==> config.mk <==
export PLATFORM = sky130hd
export DESIGN_NAME = ecr_cal_bank
export DESIGN_NICKNAME = d
export VERILOG_FILES = /design/src/hdl/ecr_cal_bank.v /design/src/hdl/ecr_word_fmt.v
export VERILOG_INCLUDE_DIRS = /design/src /design/src/inc
export SDC_FILE = /design/constraint.sdc
export NUM_CORES = 1
export LEC_CHECK = 0
export BUFFER_PORTS_ARGS = -buffer_cell sky130_fd_sc_hd__clkbuf_2
export CORE_AREA = 2 2 302 304
export DETAILED_ROUTE_END_ITERATION = 12
export DIE_AREA = 0 0 304 306
export SLEW_MARGIN = 10
export SYNTH_ARGS = -nofsm -noshare
export SYNTH_HDL_FRONTEND = slang
export SYNTH_HIERARCHICAL = 1
export SYNTH_SLANG_ARGS = --single-unit
==> constraint.sdc <==
create_clock -name sys_clk -period 1.95 [get_ports sys_clk]
set_input_delay 0.39 -clock sys_clk [delete_from_list [all_inputs] [get_ports sys_clk]]
set_output_delay 0.39 -clock sys_clk [all_outputs]
set_load 0.005 [all_outputs]
==> src/inc/ecr_regs.vh <==
// Register offsets, word formats and variant codes for the calibration bank
// Contract
// RQ1 - Every per-phase power gain and offset word is a 24-bit signed read/write register that resets to zero.
// RQ2 - Phases B and C each have their own 24-bit active power offset register beside the matching gain register.
// RQ3 - Total reactive gain and offset registers for phases A, B and C exist only in reactive-capable variants.
// RQ4 - The phase A fundamental active gain register exists only in the fundamental-capable variant and is reserved otherwise.
// RQ5 - Fundamental active offset registers for phases A, B and C exist only in the fundamental-capable variant.
// RQ6 - Fundamental reactive gain and offset registers for phases A, B and C exist only in the fundamental-capable variant.
// RQ7 - The 48-bit apparent power threshold is formed with the first unsigned 24-bit register as upper half and the second as lower half.
// RQ8 - The apparent threshold lower half comes from its own unsigned 24-bit register feeding the apparent datapath.
// RQ9 - The 48-bit active threshold, shared by total and fundamental active datapaths, joins an upper and a lower 24-bit register.
// RQ10 - The lower 24 bits of the active threshold sit in an unsigned register that resets to zero.
// RQ11 - The upper 24 bits of the reactive threshold sit in an unsigned register present only in reactive-capable variants.
// RQ12 - A signed 24-bit register travels as a 32-bit word with bits 31:28 zero and bits 27:24 copying the sign.
// RQ13 - An unsigned 24-bit threshold register travels as a 32-bit word with its top eight bits zero.
// RQ14 - Writes to locations reserved in the current variant are ignored and such locations read as zero.
`ifndef ECR_REGS_VH
`define ECR_REGS_VH

`define ECR_ADDR_W      16
`define ECR_REG_W       24
`define ECR_WORD_W      32
`define ECR_THR_W       48
`define ECR_RESET_VAL   24'h000000

`define ECR_BASE        16'h4393
`define ECR_LAST        16'h43ad
`define ECR_NUM_REGS    27

`define ECR_PH_B_ACT_GAIN   16'h4393
`define ECR_PH_B_ACT_OFS    16'h4394
`define ECR_PH_C_ACT_GAIN   16'h4395
`define ECR_PH_C_ACT_OFS    16'h4396
`define ECR_PH_A_REA_GAIN   16'h4397
`define ECR_PH_A_REA_OFS    16'h4398
`define ECR_PH_B_REA_GAIN   16'h4399
`define ECR_PH_B_REA_OFS    16'h439a
`define ECR_PH_C_REA_GAIN   16'h439b
`define ECR_PH_C_REA_OFS    16'h439c
`define ECR_PH_A_FACT_GAIN  16'h439d
`define ECR_PH_A_FACT_OFS   16'h439e
`define ECR_PH_B_FACT_GAIN  16'h439f
`define ECR_PH_B_FACT_OFS   16'h43a0
`define ECR_PH_C_FACT_GAIN  16'h43a1
`define ECR_PH_C_FACT_OFS   16'h43a2
`define ECR_PH_A_FREA_GAIN  16'h43a3
`define ECR_PH_A_FREA_OFS   16'h43a4
`define ECR_PH_B_FREA_GAIN  16'h43a5
`define ECR_PH_B_FREA_OFS   16'h43a6
`define ECR_PH_C_FREA_GAIN  16'h43a7
`define ECR_PH_C_FREA_OFS   16'h43a8
`define ECR_APP_THR_HIGH    16'h43a9
`define ECR_APP_THR_LOW     16'h43aa
`define ECR_ACT_THR_HIGH    16'h43ab
`define ECR_ACT_THR_LOW     16'h43ac
`define ECR_REA_THR_HIGH    16'h43ad

`define ECR_SIGN_BIT        23
`define ECR_PAD_HI_W        4
`define ECR_SIGN_EXT_W      4
`define ECR_ZP_PAD_W        8

`define ECR_VAR_BASIC       2'h0
`define ECR_VAR_REACTIVE    2'h1
`define ECR_VAR_NEUTRAL     2'h2
`define ECR_VAR_FUND        2'h3

`endif

==> src/hdl/ecr_cal_bank.v <==
// Calibration and threshold register bank for the power datapaths
`timescale 1ns/1ps
`include "ecr_regs.vh"

module ecr_cal_bank #(
  parameter [1:0] VARIANT = `ECR_VAR_FUND
) (
  input  wire                          sys_clk,
  input  wire                          rst_b,
  input  wire [`ECR_ADDR_W-1:0]        reg_addr,
  input  wire                          reg_wr,
  input  wire                          reg_rd,
  input  wire [`ECR_WORD_W-1:0]        reg_wdata,
  output reg  [`ECR_WORD_W-1:0]        reg_rdata,
  output reg                           reg_hit,
  output wire [24*6-1:0]               total_active_cal,
  output wire [24*6-1:0]               total_reactive_cal,
  output wire [24*6-1:0]               fund_active_cal,
  output wire [24*6-1:0]               fund_reactive_cal,
  output wire [`ECR_THR_W-1:0]         apparent_power_threshold,
  output wire [`ECR_THR_W-1:0]         active_power_threshold,
  output wire [`ECR_REG_W-1:0]         reactive_power_threshold_high
);

  localparam N = `ECR_NUM_REGS;
  localparam [`ECR_ADDR_W-1:0] BASE = `ECR_BASE;

  // Storage; index is offset minus base
  reg  [`ECR_REG_W-1:0] bank_reg [0:N-1];
  wire [`ECR_WORD_W-1:0] fmt_word;
  wire [`ECR_ADDR_W-1:0] rel_addr;
  wire [4:0]             idx;
  wire                   in_range;
  wire                   idx_present;
  wire                   idx_signed;

  assign rel_addr = reg_addr - BASE;
  assign idx      = rel_addr[4:0];
  assign in_range = (reg_addr >= `ECR_BASE) && (reg_addr <= `ECR_LAST);

  // Location presence for the built variant
  function present_at;
    input [`ECR_ADDR_W-1:0] a;
    input [1:0]             v;
    begin
      present_at = 1'b1;
      // RQ3 reactive variants only
      if (a >= `ECR_PH_A_REA_GAIN && a <= `ECR_PH_C_REA_OFS)
        present_at = (v != `ECR_VAR_BASIC);
      // RQ4 fundamental gain A
      if (a == `ECR_PH_A_FACT_GAIN)
        present_at = (v == `ECR_VAR_FUND);
      // RQ5 fundamental active offsets
      if (a == `ECR_PH_A_FACT_OFS || a == `ECR_PH_B_FACT_OFS ||
          a == `ECR_PH_C_FACT_OFS)
        present_at = (v == `ECR_VAR_FUND);
      if (a == `ECR_PH_B_FACT_GAIN || a == `ECR_PH_C_FACT_GAIN)
        present_at = (v == `ECR_VAR_FUND);
      // RQ6 fundamental reactive group
      if (a >= `ECR_PH_A_FREA_GAIN && a <= `ECR_PH_C_FREA_OFS)
        present_at = (v == `ECR_VAR_FUND);
      // RQ11 reactive threshold high
      if (a == `ECR_REA_THR_HIGH)
        present_at = (v != `ECR_VAR_BASIC);
    end
  endfunction

  // Thresholds are unsigned, all adjust words signed
  function signed_at;
    input [`ECR_ADDR_W-1:0] a;
    begin
      signed_at = (a < `ECR_APP_THR_HIGH);
    end
  endfunction

  assign idx_present = in_range && present_at(reg_addr, VARIANT);
  assign idx_signed  = signed_at(reg_addr);

  // Storage writes and reset
  genvar g;
  generate
    for (g = 0; g < N; g = g + 1)
    begin : g_reg
      wire [31:0]            my_sum;
      wire [`ECR_ADDR_W-1:0] my_addr;
      wire                   my_present;
      // Sum kept at full width, then cut to the address width on purpose
      assign my_sum     = BASE + g;
      assign my_addr    = my_sum[`ECR_ADDR_W-1:0];
      assign my_present = present_at(my_addr, VARIANT);
      always @(posedge sys_clk or negedge rst_b)
      begin
        if (!rst_b)
        begin
          // RQ1 signed words reset zero
          // RQ10 threshold low resets zero
          bank_reg[g] <= `ECR_RESET_VAL;
        end
        else if (reg_wr && in_range && ({27'h0, idx} == g) && my_present)
        begin
          // RQ14 reserved writes dropped
          bank_reg[g] <= reg_wdata[`ECR_REG_W-1:0];
        end
      end
    end
  endgenerate

  ecr_word_fmt u_fmt (
    .reg_val   (bank_reg[idx]),
    .is_signed (idx_signed),
    .present   (idx_present),
    .word_out  (fmt_word)
  );

  // Registered read word; unmapped reads zero
  always @(posedge sys_clk or negedge rst_b)
  begin
    if (!rst_b)
    begin
      reg_rdata <= {`ECR_WORD_W{1'b0}};
      reg_hit   <= 1'b0;
    end
    else if (reg_rd)
    begin
      reg_rdata <= in_range ? fmt_word : {`ECR_WORD_W{1'b0}};
      reg_hit   <= idx_present;
    end
  end

  // Datapath views, gain then offset per phase
  generate
    for (g = 0; g < 3; g = g + 1)
    begin : g_ph
      if (g == 0)
      begin : g_a
        // Phase A total active words live outside this bank
        assign total_active_cal[47:0] = 48'h000000000000;
      end
      else
      begin : g_bc
        // RQ2 phase B and C offsets
        assign total_active_cal[g*48 +: 24]      = bank_reg[(g-1)*2];
        assign total_active_cal[g*48+24 +: 24]   = bank_reg[(g-1)*2+1];
      end
      assign total_reactive_cal[g*48 +: 24]    = bank_reg[4+g*2];
      assign total_reactive_cal[g*48+24 +: 24] = bank_reg[5+g*2];
      assign fund_active_cal[g*48 +: 24]       = bank_reg[10+g*2];
      assign fund_active_cal[g*48+24 +: 24]    = bank_reg[11+g*2];
      assign fund_reactive_cal[g*48 +: 24]     = bank_reg[16+g*2];
      assign fund_reactive_cal[g*48+24 +: 24]  = bank_reg[17+g*2];
    end
  endgenerate

  // RQ7 apparent upper then lower
  // RQ8 lower half own register
  assign apparent_power_threshold = {bank_reg[22], bank_reg[23]};
  // RQ9 active threshold joined
  assign active_power_threshold   = {bank_reg[24], bank_reg[25]};
  // RQ11 reactive upper half
  assign reactive_power_threshold_high = bank_reg[26];

endmodule // ecr_cal_bank

==> src/hdl/ecr_word_fmt.v <==
// Packs a 24-bit register value into its 32-bit transfer word
`timescale 1ns/1ps
`include "ecr_regs.vh"

module ecr_word_fmt (
  input  wire [`ECR_REG_W-1:0]  reg_val,
  input  wire                   is_signed,
  input  wire                   present,
  output reg  [`ECR_WORD_W-1:0] word_out
);

  always @*
  begin
    if (!present)
    begin
      // RQ14 reserved reads zero
      word_out = {`ECR_WORD_W{1'b0}};
    end
    else if (is_signed)
    begin
      // RQ12 sign extend four bits
      word_out = {{`ECR_PAD_HI_W{1'b0}},
                  {`ECR_SIGN_EXT_W{reg_val[`ECR_SIGN_BIT]}}, reg_val};
    end
    else
    begin
      // RQ13 zero pad eight bits
      word_out = {{`ECR_ZP_PAD_W{1'b0}}, reg_val};
    end
  end

endmodule // ecr_word_fmt

## After elaboration in Yosys (flattened, before gate mapping)

Index checks and enable logic that the tools add are counted.

| storage, ports and cells | value |
|---|---|
| flip-flop bits (word level) | 681 |
| latch bits | 0 |
| memory bits (writable) | 0 |
| ROM bits | 0 |
| output and inout port bits | 729 |
| logic and storage cells | 96 |
| memories kept | 0 |

| cells by class | value |
|---|---|
| $add $sub $neg | 1 |
| multiply operators | 0 |
| div/mod/pow operators | 0 |
| order comparisons | 4 |
| eq/ne operators | 26 |
| shifts and indexed selects | 0 |
| mux-type cells | 5 |
| bitwise logic cells | 1 |
| reductions and logical operators | 30 |

Operators by type and width:

| cell | count |
|---|---|
| binary-select mux 24 bit (select 5 bit) | 1 |
| equality test 5 bit (second input constant) | 11 |
| two-way mux 24 bit | 2 |
| equality test 5 x 4 -> 1 bit (second input constant) | 8 |
| two-way mux 32 bit | 1 |
| logical AND 1 bit | 29 |
| two-way mux 28 bit | 1 |
| equality test 5 x 3 -> 1 bit (second input constant) | 4 |
| >= comparator 16 x 15 -> 1 bit (second input constant) | 1 |
| <= comparator 16 x 15 -> 1 bit (second input constant) | 1 |
| < comparator 16 x 15 -> 1 bit (second input constant) | 1 |
| equality test 5 x 2 -> 1 bit (second input constant) | 2 |
| >= comparator 6 bit (second input constant) | 1 |
| inverter 5 -> 6 bit | 1 |
| equality test 5 x 1 -> 1 bit (second input constant) | 1 |
| zero test 5 bit | 1 |
| subtractor 5 bit (second input constant) | 1 |

## Longest topological paths before layout

| logic depth | value |
|---|---|
| word-level depth | 7 |
| gate-level depth with buffers | 15 |
| gate-level depth less buffers | 10 |

## By module

The synthesis kept the hierarchy.

Modules (own cells, without submodules):

| module | times used | cells an instance | area an instance (um^2) | seq. area each (um^2) |
|---|---|---|---|---|
| ecr_cal_bank | 1 | 2209 | 32262.2 | 17041.3 |
| ecr_word_fmt | 1 | 35 | 259.0 | 0.0 |

## Worst setup path before layout

Ideal clock, no wire load.

| timing | value |
|---|---|
| path kind | input to register |
| start point | input port reg_addr[0] |
| end point | register reg_rdata[25] |
| arrival | 3.290 ns |
| path slack | -1.473 ns |
| stages | 15 |
| path buffers | 7 |
| path through | buf_2 -> clkinv_1 -> clkbuf_1 -> ha_1 -> buf_2 -> buf_2 -> buf_2 -> buf_1 -> mux4_2 -> nand3_1 -> o311ai_0 -> and3_2 -> buf_4 -> nand3_1 -> o21ai_0 |

| on the way | value |
|---|---|
| cells in the longest elaborated chain, start to end | 7 |

RTL lines:

| element | RTL line | source |
|---|---|---|
| start: declaration | ecr_cal_bank.v:10 | `` input wire [`ECR_ADDR_W-1:0] reg_addr, `` |
| subtractor 5 bit | ecr_cal_bank.v:37 | `assign rel_addr = reg_addr - BASE;` |
| inverter 5 -> 6 bit (implied by the code) | ecr_cal_bank.v:109 | `.reg_val (bank_reg[idx]),` |
| binary-select mux 24 bit (select 5 bit) | ecr_cal_bank.v:109 |  |
| two-way mux 24 bit (implied by the code) (2 in series) | ecr_cal_bank.v:109 |  |
| two-way mux 28 bit * | ecr_word_fmt.v:19 | `else if (is_signed)` |
| named net fmt_word[25] | ecr_cal_bank.v:30 | `` wire [`ECR_WORD_W-1:0] fmt_word; `` |
| two-way mux 32 bit * | ecr_cal_bank.v:125 | `` reg_rdata <= in_range ? fmt_word : {`ECR_WORD_W{1'b0}}; `` |
| end signal: assignment | ecr_cal_bank.v:120 | `` reg_rdata <= {`ECR_WORD_W{1'b0}}; `` |
| end signal: assignment | ecr_cal_bank.v:125 |  |
| end: declaration | ecr_cal_bank.v:14 | `` output reg [`ECR_WORD_W-1:0] reg_rdata, `` |

The timed path passes the listed nets; every way through them passes the cells marked *. The select of a mux whose other input is x is not followed.
A chain may end at the register's enable or synchronous reset.

## Final worst setup path

| timing | value |
|---|---|
| start point | input port reg_addr[0] |
| end point | register reg_rdata[16] |

| on the way | value |
|---|---|
| cells in the longest elaborated chain, start to end | 7 |

RTL lines:

| element | RTL line |
|---|---|
| subtractor 5 bit | ecr_cal_bank.v:37 |
| inverter 5 -> 6 bit (implied by the code) | ecr_cal_bank.v:109 |
| binary-select mux 24 bit (select 5 bit) | ecr_cal_bank.v:109 |
| two-way mux 24 bit (implied by the code) (2 in series) | ecr_cal_bank.v:109 |
| two-way mux 28 bit | ecr_word_fmt.v:19 |
| named net fmt_word[16] | ecr_cal_bank.v:30 |
| two-way mux 32 bit | ecr_cal_bank.v:125 |

The timed path passes the listed nets, and every way through them passes these cells. The select of a mux whose other input is x is not followed.

==> flow_summary.json <==
{
  "start_kind": "primary input",
  "layout_commonest_cell": "clkbuf_2",
  "hold_viol": 0,
  "tightest_slew_ns": 0.9220,
  "finalNetCount": 3693,
  "start_util": 0.3630,
  "htree_num_levels": 3,
  "grt_overflow": 0,
  "rrSetupSlack_ns": -0.33,
  "synthesis.area_sq_um": 32520,
  "dp_slack_ns": -1.177,
  "ant_nets": 0,
  "rsz0062_at_grt": "yes",
  "cp-end-kind": "flop",
  "rr_worst_depth": 7,
  "dpl.hpwl_mm": 109.7,
  "peakVddDrop_v": 0.0006695,
  "firstDrtPassIters": 8,
  "hold_class": "in -> reg",
  "crit_buf_inv": 7,
  "yosys_register_bits": 681,
  "clock_sinks": 681,
  "max_clock_freq_mhz": 433.8,
  "crit_path_end": "reg_rdata[16]$_DFFE_PN0P_",
  "maxCapViolations": 0,
  "p_leak_uw": 0.02613,
  "grt_max_degree": 93,
  "multi_input_area_sq_um": 16410,
  "worst_slack_ns": -0.3551,
  "drt-initial-drc-count": 2535,
  "grt_antenna_before_repair": 3,
  "cp_slowest_cell": "a222oi_1",
  "crit_path_max_incr_delay_ns": 0.62,
  "die_w_um": 304,
  "cts_made_buffers": 81,
  "synth_ff_type": "dfrtp_1",
  "row_count": 110,
  "ys_seq_area_frac": 0.5240,
  "wire_per_inst_um": 33.55,
  "cp.depth": 15,
  "syn_area_per_cell_sq_um": 14.49,
  "violations": "negative setup slack",
  "slew_violations": 0,
  "status": "finished, violations left",
  "setup_viol": 617,
  "port_buffers": 724,
  "drive_gt1_frac": 0.6840,
  "wl_mm": 163.8,
  "most-common-layout-cells": "clkbuf_2, dfrtp_1, buf_4",
  "grt_usage": 0.3382,
  "crit_family": "buffers and inverters",
  "hold_slack_ns": 0.04392,
  "critPathKind": "in -> reg",
  "cp-startpoint": "reg_addr[0]",
  "regArea_sq_um": 17040,
  "drcViolationCount": 0,
  "reg2reg_to": "reg_rdata[18]$_DFFE_PN0P_",
  "viasPerCell": 5.522,
  "dr_total_vias": 26957,
  "synth_warnings": 6,
  "r2r_start": "fund_reactive_cal[90]$_DFFE_PN0P_",
  "io_pins": 781,
  "timing.final.crit_share": 1.182,
  "die_area_sq_um": 93020,
  "synth-edff-count": 0,
  "cellPowerDensity_nw_per_um2": 669.4,
  "cp_cell_sequence": "clkbuf_16 > buf_12 > ha_4 > buf_6 > inv_2 > buf_4 > nand2_2 > nand2_8 > buf_12 > a222oi_1 > buf_4 > mux2i_1 > and2_2 > nand3_1 > o21ai_0",
  "place.gp.congestion": 0.9515,
  "grt_pass1_wl_mm": 222.5,
  "cts_tree": "done",
  "clock_skew_ns": 0.03388,
  "cts-root-buf": "clkbuf_16",
  "clk_path_buf_depth": 3,
  "grt_pass1_vias": 27752,
  "clock_latency_ns": 0.65,
  "synth_cells": 2244,
  "cp_max_fo": 7,
  "core_area_sq_um": 89600,
  "crit_arrival_ns": 2.81,
  "ys_async_sr_fraction": 1.000,
  "layout_min_cycle_time_ns": 2.305,
  "area_growth_pct": 54.85,
  "die_y_um": 306,
  "fillers": 7229,
  "path_clk_slew_ns": 0.06,
  "worstPathRequired_ns": 2.46,
  "synth.distinct_cells": 58,
  "relSlewSlack": 0.3854
}
flip-flops by register name, indices dropped and copies added (netlist names):
signal	cells
apparent_power_threshold	48
total_active_cal	96
reg_hit	1
reactive_power_threshold_high	24
fund_active_cal	144
total_reactive_cal	144
fund_reactive_cal	144
active_power_threshold	48
reg_rdata	32
kinds of logic (layout without fill, tap and decap cells):
| kind of cell | Yosys count | count (layout) | share of synthesized area |
|---|---|---|---|
| xor+xnor | 5 | 5 | 0.001347 |
| simple gates | 169 | 169 | 0.03478 |
| other cells | 2 | 56 | 0.0002309 |
| flops | 681 | 681 | 0.5240 |
| buf+inv | 290 | 1698 | 0.04944 |
| fa+ha+maj | 4 | 4 | 0.001539 |
| mux | 884 | 884 | 0.3436 |
| compound gates | 209 | 209 | 0.04501 |
power by group:
part | leakage (uW) | switching [uW] | internal [uW]
Clock | 0.00143 | 6570 | 9940
Sequential | 0.00952 | 3.33 | 14100
Combinational | 0.0152 | 1830 | 1230
worst min path at each step:
stage                 from                               endpoint  cells after the start
finish              reg_rd              reg_rdata[31]$_DFFE_PN0P_                      2
global route        reg_rd              reg_rdata[31]$_DFFE_PN0P_                      2
CTS                 reg_rd              reg_rdata[31]$_DFFE_PN0P_                      2
detailed placement   rst_b       total_active_cal[91]$_DFFE_PN0P_                      1
global placement     rst_b       total_active_cal[91]$_DFFE_PN0P_                      1
floorplan            rst_b  active_power_threshold[0]$_DFFE_PN0P_                      0
stage by stage:
| stage | cells | setup TNS, ns | util | cell area [sq um] | power [uW] |
|---|---|---|---|---|---|
| floorplan | 2294 | -329.02 | - | 34730 | 15560 |
| global placement | 4555 | -569.92 | 0.4854 | 43490 | 16800 |
| detailed placement | 4555 | -578.58 | 0.4854 | 43490 | 16830 |
| CTS | 4868 | -84.39 | 0.5593 | 50120 | 33740 |
| global route | 4881 | -137.27 | 0.5620 | 50360 | 34630 |
| finish | 4882 | -114.61 | 0.5620 | 50360 | 33710 |
cell type report:
class	instances	area share
sequential	681	0.3384
multi-input combinational	1323	0.3258
timing repair buffer	1512	0.2456
clock buffer	113	0.04664
tap	1176	0.02922
clock inverter	35	0.01093
inverter	38	0.003180
antenna	4	0.0001988
synthesized netlist by cell type (all sizes together) (2+ instances only):
cell      n  share of area
ha        4         0.0015
xnor2     3        0.00081
nand2b    3        0.00058
xor2      2        0.00054
mux4    100          0.069
a21oi    26         0.0040
nand2    58         0.0069
o21ai    57         0.0088
or3b      4         0.0011
nor3     13         0.0065
or3       4        0.00077
nor4      4         0.0022
buf     152          0.034
mux2    650           0.23
nand3    36         0.0055
a22oi    24         0.0055
a311oi   22         0.0059
and3      2        0.00042
and2     28         0.0062
a21boi   46          0.011
a211o     2        0.00054
a41oi     2        0.00077
nor2b     4        0.00077
inv      36         0.0042
and4bb    2        0.00077
nor2      4        0.00046
clkinv    2        0.00023
nor3b     3         0.0013
a222oi   23         0.0071
mux2i   134          0.041
dfrtp   681           0.52
conb      2        0.00023
clkbuf  100          0.012
worst reg2reg max path, stage by stage, from the launching register on:
cell and delay (ns):
dfrtp_1 0.40, mux4_2 0.52, a222oi_1 0.66, buf_4 0.22, mux2i_1 0.06, and2_4 0.16, nand3_1 0.05, o21ai_0 0.07
timing repair:
item | 4_1_cts | 5_1_grt
gates resized for setup | 310 | 134
pin swaps | 69 | 53
cloned | 55 | 13
buffers inserted | 116 | 35
endpoints found under the hold margin | 63 | 0
hold buffers | 1 | 0
setup endpoints to repair | 659 | 675
layer usage:
metal | track usage | routed length (um) | vias up
met5 | 0 | 0 | -
met4 | 0.1863 | 10900 | 0
met3 | 0.06532 | 11260 | 379
met2 | 0.5280 | 74990 | 1346
met1 | 0.4446 | 66650 | 14265
li1 | - | - | 10967
No activity file was read; power rests on OpenSTA's default activity.
